File: src/shared/vtc_map.vh
// constants for the video timing command and interrupt unit
`ifndef VTC_MAP_VH
`define VTC_MAP_VH
`define VTC_A_CMD        3'h0
`define VTC_A_STAT       3'h1
`define VTC_A_IRQ        3'h2
`define VTC_A_CUR_LO     3'h3
`define VTC_A_CUR_HI     3'h4
`define VTC_A_PTR_LO     3'h5
`define VTC_A_PTR_HI     3'h6
`define VTC_A_LPEN_LO    3'h7
`define VTC_F_LPEN       0
`define VTC_F_READY      1
`define VTC_F_SPLIT      2
`define VTC_F_LZERO      3
`define VTC_F_VERTICAL_BLANK_FLAG     4
`define VTC_F_IDLE       5
`define VTC_C_MRESET     8'h00
`define VTC_C_RD_PTR     8'ha4
`define VTC_C_WR_PTR     8'ha2
`define VTC_C_INC_CUR    8'ha9
`define VTC_C_RD_CUR     8'hac
`define VTC_C_WR_CUR     8'haa
`define VTC_C_RD_CUR_INC 8'had
`define VTC_C_WR_CUR_INC 8'hab
`define VTC_C_FILL       8'hbb
`define VTC_P_LOADIR     4'h1
`define VTC_P_ONOFF      3'h1
`define VTC_P_CLRFLG     3'h2
`define VTC_P_SETMSK     3'h3
`define VTC_P_CLRMSK     3'h4
`define VTC_IR_MAX       4'ha
`define VTC_INC_CYCLES   2'h3
`endif

File: src/hw/vtc_sync2.v
// two-flop synchroniser for pin inputs
`timescale 1ns/10ps
`default_nettype none
module vtc_sync2 (
   input  wire mclk,
   input  wire rst_n,
   input  wire d,
   output wire q
);
   reg s1_r;
   reg s2_r;
   always @(posedge mclk) begin
      if (!rst_n) begin
         s1_r <= 1'b0;
         s2_r <= 1'b0;
      end else begin
         s1_r <= d;
         s2_r <= s1_r;
      end
   end
   assign q = s2_r;
endmodule // vtc_sync2
`default_nettype wire

File: src/hw/vtc_wr_edge.v
// synchronised write strobe with trailing edge pulse
`timescale 1ns/10ps
`default_nettype none
module vtc_wr_edge (
   input  wire mclk,
   input  wire rst_n,
   input  wire strobe_n,
   output wire trail
);
   wire lvl;
   reg  lvl_d_r;
   vtc_sync2 u_s (
      .mclk  (mclk),
      .rst_n (rst_n),
      .d     (~strobe_n),
      .q     (lvl)
   );
   always @(posedge mclk) begin
      if (!rst_n) lvl_d_r <= 1'b0;
      else lvl_d_r <= lvl;
   end
   // one pulse when the active-low strobe goes back high
   assign trail = lvl_d_r & ~lvl;
endmodule // vtc_wr_edge
`default_nettype wire

File: src/hw/vtc_cmd_irq.v
// command decoder, address registers and interrupt/status logic
`timescale 1ns/10ps
`default_nettype none
`include "vtc_map.vh"
module vtc_cmd_irq (
   input  wire        mclk,
   input  wire        rst_n,
   input  wire [2:0]  bus_addr,
   input  wire [7:0]  bus_wdata,
   input  wire        bus_wr_n,
   input  wire        bus_rd_n,
   input  wire        bus_ce_n,
   output reg  [7:0]  bus_rdata,
   input  wire [13:0] char_addr,
   input  wire        line_zero_start,
   input  wire        vfp_start,
   input  wire [6:0]  row_number,
   input  wire [6:0]  split_row_value,
   input  wire        active_display,
   input  wire        hblank,
   input  wire        screen_start_load,
   input  wire        first_control_input,
   input  wire        light_pen_pin,
   input  wire        access_done,
   output wire        interrupt_request_out,
   output reg         cursor_out,
   output reg         blank_out,
   output reg         sync_hold_low,
   output reg         display_address_float,
   output reg  [3:0]  init_ptr,
   output reg         access_req,
   output reg         access_write,
   output reg  [13:0] access_addr
);
   // pin-side inputs pass two flops
   wire wr_trail;
   wire rd_trail;
   wire pen_s;
   wire rd_lvl;
   vtc_wr_edge u_wr (
      .mclk     (mclk),
      .rst_n    (rst_n),
      .strobe_n (bus_wr_n | bus_ce_n),
      .trail    (wr_trail)
   );
   vtc_wr_edge u_rd (
      .mclk     (mclk),
      .rst_n    (rst_n),
      .strobe_n (bus_rd_n | bus_ce_n),
      .trail    (rd_trail)
   );
   vtc_sync2 u_pen (
      .mclk  (mclk),
      .rst_n (rst_n),
      .d     (light_pen_pin),
      .q     (pen_s)
   );
   vtc_sync2 u_rdl (
      .mclk  (mclk),
      .rst_n (rst_n),
      .d     (~(bus_rd_n | bus_ce_n)),
      .q     (rd_lvl)
   );

   // address and data pass two flops, in step with the strobe synchronisers
   reg [2:0] addr_p_r;
   reg [7:0] wdata_p_r;
   reg [2:0] addr_r;
   reg [7:0] wdata_r;
   always @(posedge mclk) begin
      if (!rst_n) begin
         addr_p_r  <= 3'h0;
         wdata_p_r <= 8'h00;
         addr_r    <= 3'h0;
         wdata_r   <= 8'h00;
      end else begin
         addr_p_r  <= bus_addr;
         wdata_p_r <= bus_wdata;
         addr_r    <= addr_p_r;
         wdata_r   <= wdata_p_r;
      end
   end

   localparam S_IDLE = 4'b0001;
   localparam S_WAIT = 4'b0010;
   localparam S_XFER = 4'b0100;
   localparam S_INC  = 4'b1000;

   function is_delayed;
      input [7:0] c;
      begin
         case (c)
            `VTC_C_RD_PTR, `VTC_C_WR_PTR, `VTC_C_INC_CUR, `VTC_C_RD_CUR,
            `VTC_C_WR_CUR, `VTC_C_RD_CUR_INC, `VTC_C_WR_CUR_INC,
            `VTC_C_FILL: is_delayed = 1'b1;
            default: is_delayed = 1'b0;
         endcase
      end
   endfunction

   reg [3:0]  state_r;
   reg [7:0]  cmd_r;
   reg [1:0]  inc_cnt_r;
   reg [4:0]  flag_r;
   reg [4:0]  mask_r;
   reg [4:0]  irq_r;
   reg        idle_r;
   reg        cursor_en_r;
   reg        display_on_r;
   reg        pen_en_r;
   reg        pen_lock_r;
   reg        on_next_field_r;
   reg [13:0] cursor_r;
   reg [13:0] pointer_r;
   reg [13:0] lpen_r;

   wire cmd_wr = wr_trail & (addr_r == `VTC_A_CMD);
   wire [7:0] c = wdata_r;
   wire mreset = cmd_wr & (c == `VTC_C_MRESET);
   wire pen_rd = rd_trail & ((addr_r == `VTC_A_LPEN_LO));
   wire pen_hit = pen_s & pen_en_r & ~pen_lock_r;
   wire [13:0] cur_inc = cursor_r + 14'h0001;

   // events this cycle, bit order: pen, ready, split, line zero, vertical_blank_flag
   reg [4:0] ev;
   reg [4:0] clr;
   always @* begin
      ev = 5'h00;
      ev[`VTC_F_LPEN]   = pen_hit;
      ev[`VTC_F_READY]  = 1'b0;
      ev[`VTC_F_SPLIT]  = line_zero_start & (row_number == split_row_value);
      ev[`VTC_F_LZERO]  = line_zero_start;
      ev[`VTC_F_VERTICAL_BLANK_FLAG] = vfp_start;
      if (state_r == S_XFER && access_done && !(cmd_r == `VTC_C_FILL &&
          access_addr != pointer_r))
         ev[`VTC_F_READY] = ~(cmd_r == `VTC_C_RD_CUR_INC ||
                              cmd_r == `VTC_C_WR_CUR_INC);
      if (state_r == S_INC && inc_cnt_r == 2'h0)
         ev[`VTC_F_READY] = 1'b1;
      clr = 5'h00;
      if (cmd_wr && (c[7:5] == `VTC_P_CLRFLG || c[7:5] == `VTC_P_SETMSK))
         clr = c[4:0];
      if (pen_rd)
         clr[`VTC_F_LPEN] = 1'b1;
      if (screen_start_load)
         clr[`VTC_F_SPLIT] = 1'b1;
   end

   always @(posedge mclk) begin
      if (!rst_n || mreset) begin
         flag_r          <= 5'h00;
         irq_r           <= 5'h00;
         mask_r          <= 5'h00;
         idle_r          <= 1'b1;
         cursor_en_r     <= 1'b0;
         display_on_r    <= 1'b0;
         pen_en_r        <= 1'b0;
         pen_lock_r      <= 1'b0;
         on_next_field_r <= 1'b0;
         init_ptr        <= 4'h0;
         state_r         <= S_IDLE;
         cmd_r           <= 8'h00;
         inc_cnt_r       <= 2'h0;
         access_req      <= 1'b0;
         access_write    <= 1'b0;
         access_addr     <= 14'h0000;
         blank_out       <= 1'b1;
         sync_hold_low   <= 1'b1;
         display_address_float <= 1'b0;
         if (!rst_n) begin
            cursor_r  <= 14'h0000;
            pointer_r <= 14'h0000;
            lpen_r    <= 14'h0000;
         end
      end else begin
         // set wins over clear in the same cycle
         flag_r <= (flag_r & ~clr) | ev;
         irq_r  <= (irq_r & ~clr) | (ev & mask_r);
         if (pen_hit) begin
            lpen_r     <= char_addr;
            pen_lock_r <= 1'b1;
         end else if (pen_rd)
            pen_lock_r <= 1'b0;
         if (on_next_field_r && vfp_start) begin
            blank_out       <= 1'b0;
            on_next_field_r <= 1'b0;
         end
         if (wr_trail) begin
            case (addr_r)
               `VTC_A_CUR_LO: cursor_r[7:0]  <= wdata_r;
               `VTC_A_CUR_HI: cursor_r[13:8] <= wdata_r[5:0];
               `VTC_A_PTR_LO: pointer_r[7:0] <= wdata_r;
               `VTC_A_PTR_HI: pointer_r[13:8] <= wdata_r[5:0];
               default: ;
            endcase
         end
         // instantaneous commands other than master reset leave idle as it is and never set ready; clear-flag and set-mask clear ready when their bit 1 is set
         if (cmd_wr) begin
            if (c[7:4] == `VTC_P_LOADIR && c[3:0] <= `VTC_IR_MAX)
               init_ptr <= c[3:0];
            if (c[7:5] == `VTC_P_ONOFF) begin
               if (c[1])
                  pen_en_r <= c[0];
               if (c[4])
                  cursor_en_r <= c[0];
               if (c[3]) begin
                  display_on_r <= c[0];
                  if (!c[0]) begin
                     blank_out             <= 1'b1;
                     on_next_field_r       <= 1'b0;
                     display_address_float <= c[2];
                  end else begin
                     display_address_float <= 1'b0;
                     sync_hold_low         <= 1'b0;
                     if (c[2])
                        on_next_field_r <= 1'b1;
                     else
                        blank_out <= 1'b0;
                  end
               end
            end
            if (c[7:5] == `VTC_P_SETMSK)
               mask_r <= mask_r | c[4:0];
            if (c[7:5] == `VTC_P_CLRMSK)
               mask_r <= mask_r & ~c[4:0];
            if (is_delayed(c) && idle_r) begin
               cmd_r  <= c;
               idle_r <= 1'b0;
               if (c == `VTC_C_INC_CUR) begin
                  state_r   <= S_INC;
                  inc_cnt_r <= `VTC_INC_CYCLES - 2'h1;
               end else if (c == `VTC_C_FILL) begin
                  state_r     <= S_XFER;
                  blank_out   <= 1'b1;
                  access_req  <= 1'b1;
                  access_write <= 1'b1;
                  access_addr <= cursor_r;
               end else
                  state_r <= S_WAIT;
            end
         end
         case (state_r)
            S_IDLE: ;
            S_WAIT: begin
               // active display defers to horizontal blank
               if (!active_display || hblank || !display_on_r) begin
                  state_r      <= S_XFER;
                  access_req   <= 1'b1;
                  access_write <= ~cmd_r[2];
                  access_addr  <= (cmd_r[3]) ? cursor_r : pointer_r;
               end
            end
            S_XFER: begin
               if (access_done) begin
                  if (cmd_r == `VTC_C_FILL) begin
                     if (access_addr == pointer_r) begin
                        access_req <= 1'b0;
                        cursor_r   <= pointer_r;
                        state_r    <= S_IDLE;
                        idle_r     <= 1'b1;
                        on_next_field_r <= display_on_r;
                     end else
                        access_addr <= access_addr + 14'h0001;
                  end else begin
                     access_req <= 1'b0;
                     if (cmd_r[0] && cmd_r[3]) begin
                        state_r   <= S_INC;
                        inc_cnt_r <= 2'h0;
                     end else begin
                        state_r <= S_IDLE;
                        idle_r  <= 1'b1;
                     end
                  end
               end
            end
            S_INC: begin
               if (inc_cnt_r == 2'h0) begin
                  cursor_r <= cur_inc;
                  state_r  <= S_IDLE;
                  idle_r   <= 1'b1;
               end else
                  inc_cnt_r <= inc_cnt_r - 2'h1;
            end
            default: state_r <= S_IDLE;
         endcase
      end
   end

   always @(posedge mclk) begin
      if (!rst_n || mreset)
         cursor_out <= 1'b0;
      else
         cursor_out <= cursor_en_r & (char_addr == cursor_r);
   end

   assign interrupt_request_out = |irq_r;

   // read data registered while the strobe is low
   always @(posedge mclk) begin
      if (!rst_n)
         bus_rdata <= 8'h00;
      else if (rd_lvl) begin
         case (addr_r)
            `VTC_A_STAT:   bus_rdata <= {2'b00, idle_r, flag_r};
            `VTC_A_IRQ:    bus_rdata <= {3'b000, irq_r};
            `VTC_A_CUR_LO: bus_rdata <= cursor_r[7:0];
            `VTC_A_CUR_HI: bus_rdata <= {2'b00, cursor_r[13:8]};
            `VTC_A_PTR_LO: bus_rdata <= pointer_r[7:0];
            `VTC_A_PTR_HI: bus_rdata <= {2'b00, pointer_r[13:8]};
            `VTC_A_LPEN_LO: bus_rdata <= lpen_r[7:0];
            default:       bus_rdata <= {2'b00, lpen_r[13:8]};
         endcase
      end
   end
endmodule // vtc_cmd_irq
`default_nettype wire

File: config.mk
export PLATFORM = sky130hd
export DESIGN_NAME = vtc_cmd_irq
export DESIGN_NICKNAME = d
export VERILOG_FILES = /design/src/hw/vtc_sync2.v /design/src/hw/vtc_wr_edge.v /design/src/hw/vtc_cmd_irq.v
export VERILOG_INCLUDE_DIRS = /design/src /design/src/shared
export SDC_FILE = /design/constraint.sdc
export NUM_CORES = 1
export LEC_CHECK = 0
export ABC_AREA = 0
export BUFFER_PORTS_ARGS = -buffer_cell sky130_fd_sc_hd__buf_2
export CAP_MARGIN = 15
export CORE_ASPECT_RATIO = 1.2
export CORE_UTILIZATION = 55
export DETAILED_ROUTE_END_ITERATION = 10
export MAX_ROUTING_LAYER = met4
export PLACE_DENSITY = 0.75
export REMOVE_ABC_BUFFERS = 1
export SLEW_MARGIN = 20
export SYNTH_ARGS = -nofsm -noshare
export SYNTH_HDL_FRONTEND = slang
export SYNTH_SLANG_ARGS = --single-unit
export TNS_END_PERCENT = 20
File: constraint.sdc
create_clock -name mclk -period 4.7 [get_ports mclk]
set_input_delay 0.235 -clock mclk [delete_from_list [all_inputs] [get_ports mclk]]
set_output_delay 0.235 -clock mclk [all_outputs]
set_load 0.02 [all_outputs]
==> implementation parameters <==
Parameter                              Value

Global routing
  Global-route wire length before repair    33.09 mm
  Vias in the first global route    6369
  Pin count of the biggest net entering global routing    between 40 and 50
  Overall track demand over capacity in global routing    29.32%
  Number of antenna violations at the first check in global routing    0
  Total gr overflow    0

Critical path
  Arrival time at the worst endpoint    3290 ps
  Slowest stage delay, CP    600 ps
  Critical path endpoint category    register
  Setup slack of the worst register-to-register path    1770 ps
  Startpoint type of the worst setup path    register
  Launch point of the critical path    pointer_r[7]$_SDFFCE_PP0P_
  Biggest fanout along the worst timing path    26
  Beginning of the worst register-to-register path    pointer_r[7]$_SDFFCE_PP0P_
  Reg2reg path depth    6
  Slowest cell on the critical path    sky130_fd_sc_hd__nor4_2
  Cells along the critical path    xor2_1 > nor4_2 > nand4_2 > buf_4 > a221o_1 > a21oi_1
  CP Capture Point    access_addr[6]$_SDFF_PP0_
  Reg-to-reg critical path endpoint    access_addr[6]$_SDFF_PP0_
  Endpoint required time on the critical path    5060 ps
  Crit path kind    reg2reg

Logic synthesis
  Synth cell types    ~70
  Area leader, netlist    sky130_fd_sc_hd__dfxtp_1
  Gate count after technology mapping    864
  #FFs+latches synth    about 140
  Average footprint of a synthesized cell    between 9 and 10 µm²
  Synthesis Warnings    0
  Area fraction of the dominant cell type after synthesis    24.88%
  Synth area leaders    sky130_fd_sc_hd__dfxtp_1 (25%), sky130_fd_sc_hd__edfxtp_1 (16%), sky130_fd_sc_hd__and2_1 (4.7%)
  Commonest cells post-synth    sky130_fd_sc_hd__dfxtp_1 (97), sky130_fd_sc_hd__a21oi_1 (64), sky130_fd_sc_hd__nor2_1 (60), sky130_fd_sc_hd__and2_1 (59), sky130_fd_sc_hd__clkbuf_1 (57)
  Cell area after technology mapping    roughly 8000 µm²
  Post-synthesis sequential area ratio    41.03%
  Top-count cell post-synth    sky130_fd_sc_hd__dfxtp_1
  Number of synthesized flops with an enable pin    42
  Post-synthesis async set-or-reset flop share    0%
  Primary FF master, synth    sky130_fd_sc_hd__dfxtp_1

Layout
  Fill cell count    1180
  Non-filler cells, final    1084
  Reg area    3203 µm²
  Fraction of layout instances using a drive strength above 1    between 10% and 20%
  Diodes inserted    0
  Area added between synthesis and finish    13.10%
  Multi-input gate area    roughly 4200 µm²
  Count of nets after finishing    954

Floorplan
  Row count    47
  Top-level I/O count    85
  Chip height    ~130 µm
  Die span in x    110.8 µm
  CORE AREA    ~14000 µm²
  Full die area    roughly 15000 µm²
  Initial standard-cell utilization of the core    about 56%

Power
  Maximum vdd ir drop    0.2494 mV
  Lkg Pwr    3.317 nW
  Power density over the cells    318.1 nW/µm²

STA
  Measured slew at the worst slew-check pin    1059 ps
  Final critical delay including setup and external delays    2931 ps
  Total count of hold-check failures in the final report    0
  Fraction of the cycle the final worst path needs    62.36%
  Fin Setup TNS    0 ps
  Final setup violation count    0
  Headroom to the max-slew limit    29.16%
  Pins over their slew limit    0
  Maximum clock frequency    around 340 MHz
  Post-route clock skew    roughly 7.5 ps
  Setup repair after global routing missed its margin    no

Clocking
  Buffer depth of the longest clock path    2
  CTS root buffer    sky130_fd_sc_hd__clkbuf_16
  Number of sinks on the clock net    139
  Post-CTS clock slew at the launch and capture registers of the worst setup and hold paths    60 ps
  Total clock buffers created by CTS    17
  Clock latency on the worst-skew pair    430 ps
  Clock tree from TritonCTS    done
  H-tree levels    4
  Post-CTS repair timing setup buffer count    0

Detailed routing
  First-pass DRT Iterations    5
  Detail Route Antenna Nets    0
  Via count normalized by instance count    6.295
  Overall via count from detail_route    6824
  Routed wire length    roughly 21 mm
  Routed length per placed instance    19.30 µm
  Remaining routing DRC violations    0
  DR iter-0 viols    602

Status
  Run status    finished, final reports clean

Min path
  Worst hold path startpoint    bus_addr[0]
  Worst min path class    in2reg

Placement
  Routability congestion estimate    0.8810
  Detailed-placement wirelength estimate    14.20 mm
  # placed instances    1049
  Input/output buffers    83

Run
  Max-cap viol count    0
## layout make-up
class | instances | share of cell area, %
Clock buffer | 19 | 5.017
Inverter | 17 | 0.7228
Timing Repair Buffer | 95 | 5.811
Sequential cell | 139 | 36.28
Multi-Input combinational cell | 630 | 48.02
Clock inverter | 13 | 1.729
Tap cell | 171 | 2.423
## worst max-delay path: cells and delay by family (launching register included)
kind	cells	cell delay, ps
AO/OA/AOI/OAI	2	520
XOR/XNOR	1	220
buffers and inverters	1	430
flip-flops	1	490
AND/OR/NAND/NOR	2	1180
## sequential cells by signal, summed over array words and instances, names as in the netlist, 8 cells and up, named ones only
name / flops
wdata_p_r: 8
access_addr: 14
pointer_r: 14
cursor_r: 14
c: 8
bus_rdata: 8
cmd_r: 8
lpen_r: 14
## cell usage in the layout (no fill, tap or decap), types with 3 or more instances in the layout
master and instances:
sky130_fd_sc_hd__a21oi_1 64, sky130_fd_sc_hd__a221o_1 15, sky130_fd_sc_hd__a22oi_1 8, sky130_fd_sc_hd__a2bb2oi_1 6, sky130_fd_sc_hd__a31oi_1 24, sky130_fd_sc_hd__a32oi_1 12
sky130_fd_sc_hd__and2_1 59, sky130_fd_sc_hd__and3_1 6, sky130_fd_sc_hd__and4_1 7, sky130_fd_sc_hd__buf_2 83, sky130_fd_sc_hd__buf_4 9, sky130_fd_sc_hd__clkbuf_16 17
sky130_fd_sc_hd__dfxtp_1 97, sky130_fd_sc_hd__dlygate4sd3_1 3, sky130_fd_sc_hd__edfxtp_1 42, sky130_fd_sc_hd__inv_1 16, sky130_fd_sc_hd__inv_6 6, sky130_fd_sc_hd__mux2_2 12
sky130_fd_sc_hd__mux2i_1 30, sky130_fd_sc_hd__nand2_1 39, sky130_fd_sc_hd__nand2b_1 12, sky130_fd_sc_hd__nand3_1 39, sky130_fd_sc_hd__nand3b_1 5, sky130_fd_sc_hd__nand4_1 21
sky130_fd_sc_hd__nor2_1 60, sky130_fd_sc_hd__nor2b_1 9, sky130_fd_sc_hd__nor3_1 8, sky130_fd_sc_hd__nor3b_1 5, sky130_fd_sc_hd__nor4_1 5, sky130_fd_sc_hd__nor4_2 3
sky130_fd_sc_hd__o211ai_1 12, sky130_fd_sc_hd__o21a_1 3, sky130_fd_sc_hd__o21ai_0 43, sky130_fd_sc_hd__o21ai_1 3, sky130_fd_sc_hd__o221ai_1 4, sky130_fd_sc_hd__o22ai_1 8
sky130_fd_sc_hd__xnor2_1 33, sky130_fd_sc_hd__xor2_1 28
## kinds of logic after synthesis
family | synth area share, %
AOI/OAI and AO/OA | 18.38
muxes | 6.155
adders and majority gates | 0.3205
and+or+nand+nor | 22.26
DFF | 41.03
buffers and inverters | 5.001
xor gates and xnor gates | 6.844
## stage by stage
stage	cell area, µm²	hold slack [ps]	utilization (%)	total power, mW	setup slack (ps)
floorplan	7480	307.4	-	1.390	712.3
global placement	8203	392.4	59.36	1.459	1868
detailed placement	8203	393.3	59.36	1.462	1900
CTS	8828	0.3174	63.88	2.817	1854
global route	8828	2.994	63.88	2.880	1657
finish	8828	4.102	63.88	2.809	1769
## power by group
| part | internal, mW | total (mW) | switching (mW) |
|---|---|---|---|
| sequential | 1.26 | 1.30 | 0.0350 |
| combinational | 0.0635 | 0.145 | 0.0810 |
| clock | 0.810 | 1.37 | 0.558 |
| total | 2.13 | 2.81 | 0.674 |
## what timing repair did
action,CTS,global route
resized for setup,0,0
hold endpoints to repair,3,0
hold buffers,3,0
## worst min-delay path by stage
stage	to	slack, ps	depth (start not counted)
after floorplan	u_rd.u_s.s1_r$_SDFF_PN0_	310	1
after global placement	u_rd.u_s.s1_r$_SDFF_PN0_	390	2
after detailed placement	u_rd.u_s.s1_r$_SDFF_PN0_	390	2
after CTS	wdata_p_r[1]$_SDFF_PN0_	0.3	2
after global routing	addr_p_r[0]$_SDFF_PN0_	3	2
final	addr_p_r[0]$_SDFF_PN0_	4	2
## metal layers
metal	wire, µm	vias to the layer above	track usage (%)
met3	1465	31	4.398
met5	0	-	-
met2	10210	328	47.96
li1	-	3243	-
met1	8735	3222	35.41
met4	514	0	14.22
No activity file was read; power rests on OpenSTA's default activity.
